File: config.mk
export PLATFORM = sky130hd
export DESIGN_NAME = fsi_irq_aggregator
export DESIGN_NICKNAME = d
export VERILOG_FILES = /design/src/pkg/fsi_pkg.sv /design/src/rtl/fsi_sync_monitor.sv /design/src/rtl/fsi_source_pending.sv /design/src/rtl/fsi_irq_aggregator.sv
export SDC_FILE = /design/constraint.sdc
export NUM_CORES = 1
export LEC_CHECK = 0
export BUFFER_PORTS_ARGS = -buffer_cell sky130_fd_sc_hd__buf_2
export CAP_MARGIN = 20
export CORE_ASPECT_RATIO = 1.4
export CORE_MARGIN = 1.5
export CORE_UTILIZATION = 35
export DETAILED_ROUTE_END_ITERATION = 12
export PLACE_DENSITY = 0.78
export SKIP_CTS_REPAIR_TIMING = 1
export SLEW_MARGIN = 20
export SYNTH_ARGS = -nofsm -noshare
export SYNTH_HDL_FRONTEND = slang
export SYNTH_SLANG_ARGS = --single-unit
File: constraint.sdc
create_clock -name pclk -period 1.45 [get_ports pclk]
set_input_delay 0 -clock pclk [delete_from_list [all_inputs] [get_ports pclk]]
set_output_delay 0 -clock pclk [all_outputs]
set_load 0.03 [all_outputs]
File: src/pkg/fsi_pkg.sv
// Constants and types for the forwarding status and interrupt aggregator
package fsi_pkg;

  // Register indices; the byte address is four times the index
  localparam logic [31:0] FSI_IDX_FORWARDING_STATUS   = 32'h0000_0022;
  localparam logic [31:0] FSI_IDX_INT_CTL   = 32'h0000_0023;
  localparam logic [31:0] FSI_IDX_INT_STS   = 32'h0000_0024;

  localparam logic [31:0] FSI_ADDR_FORWARDING_STATUS  = {FSI_IDX_FORWARDING_STATUS[29:0], 2'b00};
  localparam logic [31:0] FSI_ADDR_INT_CTL  = {FSI_IDX_INT_CTL[29:0], 2'b00};
  localparam logic [31:0] FSI_ADDR_INT_STS  = {FSI_IDX_INT_STS[29:0], 2'b00};
  localparam logic [31:0] FSI_ADDR_EVT_STS  = 32'h0000_0094;
  localparam logic [31:0] FSI_ADDR_EVT_EN   = 32'h0000_0098;
  localparam logic [31:0] FSI_ADDR_EVT_CLR  = 32'h0000_009C;

  localparam int FSI_BIT_LOCKED   = 0;
  localparam int FSI_BIT_FAIL     = 2;
  localparam int FSI_BIT_RX0      = 0;
  localparam int FSI_BIT_RX1      = 1;
  localparam int FSI_BIT_TX       = 4;
  localparam int FSI_BIT_GLOBAL   = 7;
  localparam int FSI_BIT_EV_FAIL  = 0;
  localparam int FSI_BIT_EV_LOST  = 1;
  localparam int FSI_BIT_EV_IRQ   = 2;

  localparam logic [7:0] FSI_CTL_MASK   = 8'h93;
  localparam logic [7:0] FSI_RST_CTL    = 8'h00;
  localparam logic [2:0] FSI_RST_EVT    = 3'h0;
  localparam logic [1:0] FSI_MODE_OFF   = 2'h0;

  localparam int FSI_NUM_RX = 2;
  localparam int FSI_NUM_EV = 3;

  typedef enum logic [1:0] {FSI_SYNC_IDLE, FSI_SYNC_WAIT, FSI_SYNC_RUN} fsi_sync_t;

endpackage

File: src/rtl/fsi_sync_monitor.sv
// Tracks synchronized forwarding health and the sticky sync-fail flag
`timescale 1ns/1ps
module fsi_sync_monitor
  import fsi_pkg::*;
(
  // Clock and reset
  input  wire logic       pclk,
  input  wire logic       presetn,
  // Forwarding engine
  input  wire logic [1:0] sync_forward_mode_sel,
  input  wire logic       fwd_frame_done,
  input  wire logic       fwd_sync_ok,
  // Register side
  input  wire logic       fail_read_clr,
  output logic            sync_forward_locked,
  output logic            sync_forward_fail_flag,
  output logic            fail_event
);

  fsi_sync_t state;
  fsi_sync_t next_state;
  logic      enabled;
  logic      fail_now;

  assign enabled = sync_forward_mode_sel != FSI_MODE_OFF;

  always_comb
  begin
    next_state = state;
    unique case (state)
      FSI_SYNC_IDLE: if (enabled) next_state = FSI_SYNC_WAIT;
      FSI_SYNC_WAIT: if (fwd_frame_done && fwd_sync_ok) next_state = FSI_SYNC_RUN;
      FSI_SYNC_RUN:  if (!fwd_sync_ok) next_state = FSI_SYNC_WAIT;
    endcase
    if (!enabled)
      next_state = FSI_SYNC_IDLE;
  end

  // Failure only counts after one synchronized frame got out
  assign fail_now = enabled && state == FSI_SYNC_RUN && !fwd_sync_ok;

  always_ff @(posedge pclk or negedge presetn)
  begin
    if (!presetn)
      state <= FSI_SYNC_IDLE;
    else
      state <= next_state;
  end

  always_ff @(posedge pclk or negedge presetn)
  begin
    if (!presetn)
      sync_forward_locked <= 1'b0;
    else
      sync_forward_locked <= enabled && fwd_sync_ok;
  end

  // Set wins over the read clear
  always_ff @(posedge pclk or negedge presetn)
  begin
    if (!presetn)
      sync_forward_fail_flag <= 1'b0;
    else if (fail_now)
      sync_forward_fail_flag <= 1'b1;
    else if (fail_read_clr)
      sync_forward_fail_flag <= 1'b0;
  end

  always_ff @(posedge pclk or negedge presetn)
  begin
    if (!presetn)
      fail_event <= 1'b0;
    else
      fail_event <= fail_now;
  end
endmodule

File: src/rtl/fsi_source_pending.sv
// Pending bit for one interrupt source, cleared by its status reads
`timescale 1ns/1ps
module fsi_source_pending
(
  // Clock and reset
  input  wire logic pclk,
  input  wire logic presetn,
  // Source
  input  wire logic src_event,
  input  wire logic src_status_read,
  // Result
  output logic      src_pending
);

  // Event beats the clearing read in the same cycle
  always_ff @(posedge pclk or negedge presetn)
  begin
    if (!presetn)
      src_pending <= 1'b0;
    else if (src_event)
      src_pending <= 1'b1;
    else if (src_status_read)
      src_pending <= 1'b0;
  end

endmodule

File: src/rtl/fsi_irq_aggregator.sv
// Forwarding status and interrupt aggregation with APB register access
//
// The APB slave port was left to the implementer.
`timescale 1ns/1ps
module fsi_irq_aggregator
  import fsi_pkg::*;
(
  // Clock and reset
  input  wire logic                  pclk,
  input  wire logic                  presetn,
  // APB slave
  input  wire logic                  psel,
  input  wire logic                  penable,
  input  wire logic                  pwrite,
  input  wire logic [31:0]           paddr,
  input  wire logic [31:0]           pwdata,
  input  wire logic [3:0]            pstrb,
  output logic [31:0]                prdata,
  output logic                       pready,
  output logic                       pslverr,
  // Forwarding engine
  input  wire logic [1:0]            sync_forward_mode_sel,
  input  wire logic                  fwd_frame_done,
  input  wire logic                  fwd_sync_ok,
  // Source events and clearing status reads
  input  wire logic [FSI_NUM_RX-1:0] rx_port_event,
  input  wire logic [FSI_NUM_RX-1:0] rx_port_status_read,
  input  wire logic                  tx_port_event,
  input  wire logic                  tx_port_event_status_reg_read,
  // Controller interrupt lines
  output logic                       irq_to_controller,
  output logic                       evt_irq
);
  import fsi_pkg::*;

  logic [7:0]            interrupt_control;
  logic [FSI_NUM_RX-1:0] rx_pending;
  logic                  csi_tx_source_pending;
  logic                  global_irq_pending;
  logic                  sync_forward_locked;
  logic                  sync_forward_fail_flag;
  logic                  fail_event;
  logic                  lost_event;
  logic                  locked_q;
  logic [FSI_NUM_EV-1:0] evt_status;
  logic [FSI_NUM_EV-1:0] evt_enable;
  logic [FSI_NUM_EV-1:0] evt_set;
  logic [FSI_NUM_EV-1:0] evt_clr;
  logic                  access;
  logic                  wr_access;
  logic                  rd_access;
  logic                  addr_ok;
  logic [7:0]            fwd_status_view;
  logic [7:0]            int_status_view;
  logic [31:0]           next_prdata;
  logic                  irq_prev;

  function automatic logic known_addr(input logic [31:0] a);
    known_addr = a == FSI_ADDR_FORWARDING_STATUS || a == FSI_ADDR_INT_CTL || a == FSI_ADDR_INT_STS
              || a == FSI_ADDR_EVT_STS || a == FSI_ADDR_EVT_EN || a == FSI_ADDR_EVT_CLR;
  endfunction

  function automatic logic hit(input logic [31:0] a, input logic [31:0] reg_addr);
    hit = a == reg_addr;
  endfunction

  // Zero wait state slave: access phase completes in one cycle
  assign access    = psel && penable;
  assign wr_access = access && pwrite;
  assign rd_access = access && !pwrite;
  assign addr_ok   = known_addr(paddr);

  fsi_sync_monitor u_sync
  (
    .pclk                   (pclk),
    .presetn                (presetn),
    .sync_forward_mode_sel  (sync_forward_mode_sel),
    .fwd_frame_done         (fwd_frame_done),
    .fwd_sync_ok            (fwd_sync_ok),
    .fail_read_clr          (rd_access && hit(paddr, FSI_ADDR_FORWARDING_STATUS)),
    .sync_forward_locked    (sync_forward_locked),
    .sync_forward_fail_flag (sync_forward_fail_flag),
    .fail_event             (fail_event)
  );

  genvar gi;
  generate
    for (gi = 0; gi < FSI_NUM_RX; gi++)
    begin : g_rx
      fsi_source_pending u_rx
      (
        .pclk            (pclk),
        .presetn         (presetn),
        .src_event       (rx_port_event[gi]),
        .src_status_read (rx_port_status_read[gi]),
        .src_pending     (rx_pending[gi])
      );
    end
  endgenerate

  fsi_source_pending u_tx
  (
    .pclk            (pclk),
    .presetn         (presetn),
    .src_event       (tx_port_event),
    .src_status_read (tx_port_event_status_reg_read),
    .src_pending     (csi_tx_source_pending)
  );

  // Control register, only documented bits are writable
  always_ff @(posedge pclk or negedge presetn)
  begin
    if (!presetn)
      interrupt_control <= FSI_RST_CTL;
    else if (wr_access && hit(paddr, FSI_ADDR_INT_CTL) && pstrb[0])
      interrupt_control <= pwdata[7:0] & FSI_CTL_MASK;
  end

  // Global pending ignores the global enable
  assign global_irq_pending =
      (csi_tx_source_pending && interrupt_control[FSI_BIT_TX])
    | (rx_pending[1] && interrupt_control[FSI_BIT_RX1])
    | (rx_pending[0] && interrupt_control[FSI_BIT_RX0]);

  always_comb
  begin
    fwd_status_view = 8'h00;
    fwd_status_view[FSI_BIT_LOCKED] = sync_forward_locked;
    fwd_status_view[FSI_BIT_FAIL]   = sync_forward_fail_flag;
    int_status_view = 8'h00;
    int_status_view[FSI_BIT_GLOBAL] = global_irq_pending;
    int_status_view[FSI_BIT_TX]     = csi_tx_source_pending;
    int_status_view[FSI_BIT_RX1]    = rx_pending[1];
    int_status_view[FSI_BIT_RX0]    = rx_pending[0];
  end

  always_ff @(posedge pclk or negedge presetn)
  begin
    if (!presetn)
      irq_to_controller <= 1'b0;
    else
      irq_to_controller <= interrupt_control[FSI_BIT_GLOBAL] && global_irq_pending;
  end

  // Own event status: sync failure, lock lost, controller irq rise
  always_ff @(posedge pclk or negedge presetn)
  begin
    if (!presetn)
      locked_q <= 1'b0;
    else
      locked_q <= sync_forward_locked;
  end

  always_ff @(posedge pclk or negedge presetn)
  begin
    if (!presetn)
      irq_prev <= 1'b0;
    else
      irq_prev <= irq_to_controller;
  end

  assign lost_event = locked_q && !sync_forward_locked;

  always_comb
  begin
    evt_set = '0;
    evt_set[FSI_BIT_EV_FAIL] = fail_event;
    evt_set[FSI_BIT_EV_LOST] = lost_event;
    evt_set[FSI_BIT_EV_IRQ]  = irq_to_controller && !irq_prev;
    evt_clr = '0;
    if (wr_access && hit(paddr, FSI_ADDR_EVT_CLR) && pstrb[0])
      evt_clr = pwdata[FSI_NUM_EV-1:0];
  end

  // Set wins over a write-one clear
  always_ff @(posedge pclk or negedge presetn)
  begin
    if (!presetn)
      evt_status <= FSI_RST_EVT;
    else
      evt_status <= (evt_status & ~evt_clr) | evt_set;
  end

  always_ff @(posedge pclk or negedge presetn)
  begin
    if (!presetn)
      evt_enable <= FSI_RST_EVT;
    else if (wr_access && hit(paddr, FSI_ADDR_EVT_EN) && pstrb[0])
      evt_enable <= pwdata[FSI_NUM_EV-1:0];
  end

  always_ff @(posedge pclk or negedge presetn)
  begin
    if (!presetn)
      evt_irq <= 1'b0;
    else
      evt_irq <= |(evt_status & evt_enable);
  end

  // Read data mux
  always_comb
  begin
    next_prdata = 32'h0000_0000;
    if (hit(paddr, FSI_ADDR_FORWARDING_STATUS))
      next_prdata[7:0] = fwd_status_view;
    else if (hit(paddr, FSI_ADDR_INT_CTL))
      next_prdata[7:0] = interrupt_control;
    else if (hit(paddr, FSI_ADDR_INT_STS))
      next_prdata[7:0] = int_status_view;
    else if (hit(paddr, FSI_ADDR_EVT_STS))
      next_prdata[FSI_NUM_EV-1:0] = evt_status;
    else if (hit(paddr, FSI_ADDR_EVT_EN))
      next_prdata[FSI_NUM_EV-1:0] = evt_enable;
  end

  // Registered answer: pready rises in the first access cycle
  always_ff @(posedge pclk or negedge presetn)
  begin
    if (!presetn)
      pready <= 1'b0;
    else
      pready <= psel && !penable;
  end

  always_ff @(posedge pclk or negedge presetn)
  begin
    if (!presetn)
      pslverr <= 1'b0;
    else
      pslverr <= psel && !penable && !addr_ok;
  end

  always_ff @(posedge pclk or negedge presetn)
  begin
    if (!presetn)
      prdata <= 32'h0000_0000;
    else if (psel && !penable && !pwrite)
      prdata <= next_prdata;
  end
endmodule

== Word-level counts from Yosys, hierarchy flattened ==
Cells that the tools add are included.
W data, S select, Z words.
Word-level totals
  bits in read-only memories: 0
  input bits: 83
  memories kept: 0
  bits in latches: 0
  flip-flop bits (word level): 32
  word-level logic and storage cells: 94
  memory bits (writable): 0
Cells by class
  $lt $le $gt $ge: 0
  mux-type cells: 19
  add/subtract/negate cells: 0
  div/mod/pow operators: 0
  bitwise gates (word level): 6
  eq/ne operators: 10
  reduce and logical (&&, ||, !) cells: 42
  multipliers: 0
  shifts and indexed selects: 0
Operators by type and width (number)
  $eq A32 B8 Y1 const B: 6
  $logic_and A1 B1 Y1: 23
  $mux W8: 2
  $mux W3: 4
  $reduce_bool A2 Y1: 5
  $mux W1: 8
  $and A3 B3 Y3: 2
  $logic_not A1 Y1: 6
  $mux W2: 3
  $ne A3 B3 Y1 const B: 2
  $pmux W2 S3: 1
  $logic_or A1 B1 Y1: 5
  $mux W5: 1
  $not A3 Y3: 1
  $or A3 B3 Y3: 1
  $reduce_or A3 Y1: 1
  $eq A2 B1 Y1 const B: 1
  $eq A2 B2 Y1 const B: 1
  $logic_not A2 Y1: 1
  $or A1 B1 Y1: 2
  $reduce_and A2 Y1: 1

== Longest topological paths before layout ==
  depth after elaboration: 8
  mapped depth: 5
  mapped depth without buffers: 4

== By module ==
A second synthesis with hierarchy kept.
Unflattened totals
  cell total of the unflattened synthesis: 164
  area total of the unflattened synthesis: 1650.3 µm²
By module, submodules not included
  fsi_irq_aggregator: times used 1, area an instance 1335.0 µm², seq. area each 525.5 µm², cells each 138
  fsi_sync_monitor: times used 1, area an instance 206.4 µm², seq. area each 125.1 µm², cells each 17
  fsi_source_pending: times used 3, area an instance 36.3 µm², seq. area each 25.0 µm², cells each 3

== Worst setup path before layout ==
OpenSTA, ideal clock, no wires.
  path type: input port to flip-flop
  start: in paddr[14]
  end: reg interrupt_control[0]
  path slack: 24 ps
  buffers on the path: 0
  arrival: 1301 ps
  data required time: 1325 ps
  cell stages on the path: 4
  setup time: 125 ps
  cell sequence: nor4_1 > nand4_1 > nor4_4 > mux2_4
Between the ends
  cells in the longest elaborated chain, start to end: 3
Ends and longest elaborated chain
  start, declared: RTL line fsi_irq_aggregator.sv:15  | input wire logic [31:0] paddr,
  $eq A32 B8 Y1: RTL line fsi_irq_aggregator.sv:64  | hit = a == reg_addr;
  $logic_and A1 B1 Y1 (2 in series): RTL line fsi_irq_aggregator.sv:115  | else if (wr_access && hit(paddr, FSI_ADDR_INT_CTL) && pstrb[0])
  end signal, assigned: RTL line fsi_irq_aggregator.sv:116  | interrupt_control <= pwdata[7:0] & FSI_CTL_MASK;
  end, declared: RTL line fsi_irq_aggregator.sv:36  | logic [7:0] interrupt_control;
No other way between the ends.
A chain may end at the register's enable or synchronous reset.

== Worst setup path after layout ==
  start: in paddr[14]
  end: reg evt_enable[1]
Between the ends
  cells in the longest elaborated chain, start to end: 3
Ends and longest elaborated chain
  $eq A32 B8 Y1: RTL line fsi_irq_aggregator.sv:64
  $logic_and A1 B1 Y1 (2 in series): RTL line fsi_irq_aggregator.sv:188  | else if (wr_access && hit(paddr, FSI_ADDR_EVT_EN) && pstrb[0])
  end signal, assigned: RTL line fsi_irq_aggregator.sv:189  | evt_enable <= pwdata[FSI_NUM_EV-1:0];
  end, declared: RTL line fsi_irq_aggregator.sv:46  | logic [FSI_NUM_EV-1:0] evt_enable;
No other way between the ends.

==> impl_metrics.toml <==
[setup_path]
crit_path_top_delay_cell = "nor4_2"
r2r_cells = 2
crit_chain = "buf_2 > nor4_1 > buf_4 > nand3_1 > nor4_2 > mux2_2"
slowest_delay_ps = 420
end_kind = "register"
cp_data_arrival_time_ps = 1470
reg2reg_setup_slack_ps = 220
worst-path-max-fanout = 3
path_class = "input port to register"
r2r_start = "u_tx.src_pending"
crit_path_start_kind = "input port"
worstPathRequired_ps = 1610
r2r-end = "u_tx.src_pending"

[die]
die_w_um = 60.7
die_area_um2 = 5090
start_util_pct = 36.3
dieHeight_um = 83.8
core_um2 = 4500
ios = 119
fp-row-count = 29

[global_routing]
grt_max_degree = 30
overflow = 0
grt_pass1_vias = 1260
antenna_found_initial = 0
track_usage_pct = 14.0
grt_pass1_wl_um = 5490

[route]
ant_nets = 0
drt-total-wl_um = 3520
vias = 1369
viasPerCell = 4.58
first_pass_iters = 4
drc = 0
drtIter0Drc = 57
wl_per_cell_um = 11.8

[finish]
area.growth.synth_to_final_pct = 34.2
utilization_pct = 48.7
fin_nets = 319
finalNonFillerCells = 299
n_antenna_cell = 0
drive_gt1_share_pct = 38.8

[synth]
netlist_top_cells_count = "dfrtp_1, buf_4, nand2_1, nor2b_1"
netlist_instances = 154
ys_seq_area_share_pct = 44.4
yosys.cell_types.count = 37
synth-edff-count = 0
synthTopCellsByArea = "dfrtp_1, buf_4, nor4_2, mux2_4, nor2b_1"
yosysMostFrequentCell = "dfrtp_1"
synth_top_cell_by_area = "dfrtp_1"
async_flop_share_pct = 100
syn-cell-area_um2 = 1630
avgSynthCellArea_um2 = 10.6
synth_ff_type = "dfrtp_1"
yosysTopAreaCellShare_pct = 44.4
synth_warnings = 0
synth-seq-cells = 29

[placement]
dp_slack_ps = -158
port_buffers = 61
dpl.cell_count = 279
dp_hpwl_um = 2800
gp_congestion = 0.883

[timing]
tightest_slew_ps = 645
setup_viol = 0
finalCritPeriodShare_pct = 90.6
fin_worst_skew_ps = 6.28
grt_setup_unrepaired = "no"
min_period_ps = 1310
layout_setup_ws_ps = 137
hold_violations = 2
holdWs_ps = -1.76
slew_headroom_pct = 57.0
maxSlewViolCount = 0
timing.fmax_mhz = 762

[clock_network]
clk_pin_slew_ps = 60
clock_tree.root_cell = "clkbuf_8"
htreeDepth = 2
cts_buffer_depth = 2
cts_buffers = 5
clock-sinks = 29
cts_tree = "built"
clock_latency_ps = 270

[hold_path]
holdPathEnd = "g_rx[0].u_rx.src_pending"
holdCritStartpoint = "rx_port_status_read[0]"
hold_class = "input port to register"
hold_path_depth = 3

[power]
pwr_density_cell_nw_per_um2 = 910
peakVddDrop_mv = 0.663
p_total_mw = 2.00
p_leak_nw = 1.09

[run_status]
violations = "hold timing"
status = "complete, but fails checks"

[flow_run]
cap_violations = 0
==> cells by family after synthesis <==
group / after synthesis / synth area share, %
AOI/OAI and AO/OA: 23 / 10.5
buffers and inverters: 37 / 14.9
DFF: 29 / 44.4
muxes: 11 / 8.27
other: 1 / 0.229
and+or+nand+nor: 53 / 21.7
==> where the power goes <==
part	total [mW]	internal, mW	switching, mW
Sequential	0.846	0.832	0.0132
Clock	0.837	0.559	0.278
Combinational	0.314	0.121	0.193
==> worst max-delay path, delay by kind of cell <==
family                 cells  cell delay, ps
buffers and inverters      2             260
multiplexers               1             380
AND/OR/NAND/NOR            3             820
==> placed cells by master (no fill, tap or decap), drive strengths merged <==
master       synthesis  layout
buf                 29      69
dfrtp               29      29
conb                 1      27
dlygate4sd3          0      12
nand2                9       9
nor4                 9       9
nor2b                8       8
mux2                 8       8
clkbuf               3       7
nand2b               5       5
nor2                 5       5
inv                  5       5
o31ai                5       5
a21o                 4       4
a41oi                3       3
a21oi                3       3
mux2i                3       3
nand4                3       3
nor3                 2       2
nand3                2       2
a222oi               2       2
or3                  2       2
nand3b               2       2
nor3b                2       2
a22oi                2       2
o21a                 1       1
nand4b               1       1
or4                  1       1
and2                 1       1
and3b                1       1
a31oi                1       1
a22o                 1       1
o21ai                1       1
bufinv               0       1
==> state kept, by name (all words and copies together), names as in the netlist <==
| register | count |
|---|---|
| pslverr | 1 |
| evt_irq | 1 |
| evt_status | 3 |
| irq_prev | 1 |
| u_sync.fail_event | 1 |
| prdata | 5 |
| u_tx.src_pending | 1 |
| evt_enable | 3 |
| u_sync.sync_forward_fail_flag | 1 |
| locked_q | 1 |
| u_sync.sync_forward_locked | 1 |
| g_rx.u_rx.src_pending | 2 |
| pready | 1 |
| irq_to_controller | 1 |
| u_sync.state | 2 |
| interrupt_control | 4 |
==> final cells by class <==
| class | count | area, um^2 |
|---|---|---|
| Multi-Input combinational cell | 114 | 769 |
| Clock inverter | 1 | 30.0 |
| Fill cell | 450 | 2310 |
| Inverter | 5 | 18.8 |
| Tap cell | 62 | 77.6 |
| Timing Repair Buffer | 81 | 485 |
| Clock buffer | 7 | 86.3 |
| Sequential cell | 29 | 726 |
==> metrics by stage <==
step	setup TNS, ps	instance area, um^2
2_1_floorplan	0	1730
3_3_place_gp	-1370	1950
3_5_place_dp	-1550	1950
4_1_cts	0	2070
5_1_grt	0	2190
6_report	0	2190
==> how the worst max path moves through the flow <==
stage / start / endpoint / slack [ps] / depth (start not counted)
2_1_floorplan: paddr[14] / interrupt_control[0] / 20 / 4
3_3_place_gp: paddr[28] / interrupt_control[0] / -130 / 7
3_5_place_dp: paddr[12] / evt_enable[1] / -160 / 5
4_1_cts: paddr[12] / evt_enable[1] / 130 / 5
5_1_grt: paddr[29] / prdata[2] / 30 / 6
6_report: paddr[14] / evt_enable[1] / 140 / 6
==> routing by layer <==
layer	GRT usage, %	vias to the layer above	share of wire, %
met2	24.4	47	55
met3	4.03	7	4.8
met4	5.34	0	1.4
met5	0	-	0
met1	15.4	653	39
li1	-	662	-
No activity file was read; power rests on OpenSTA's default activity.
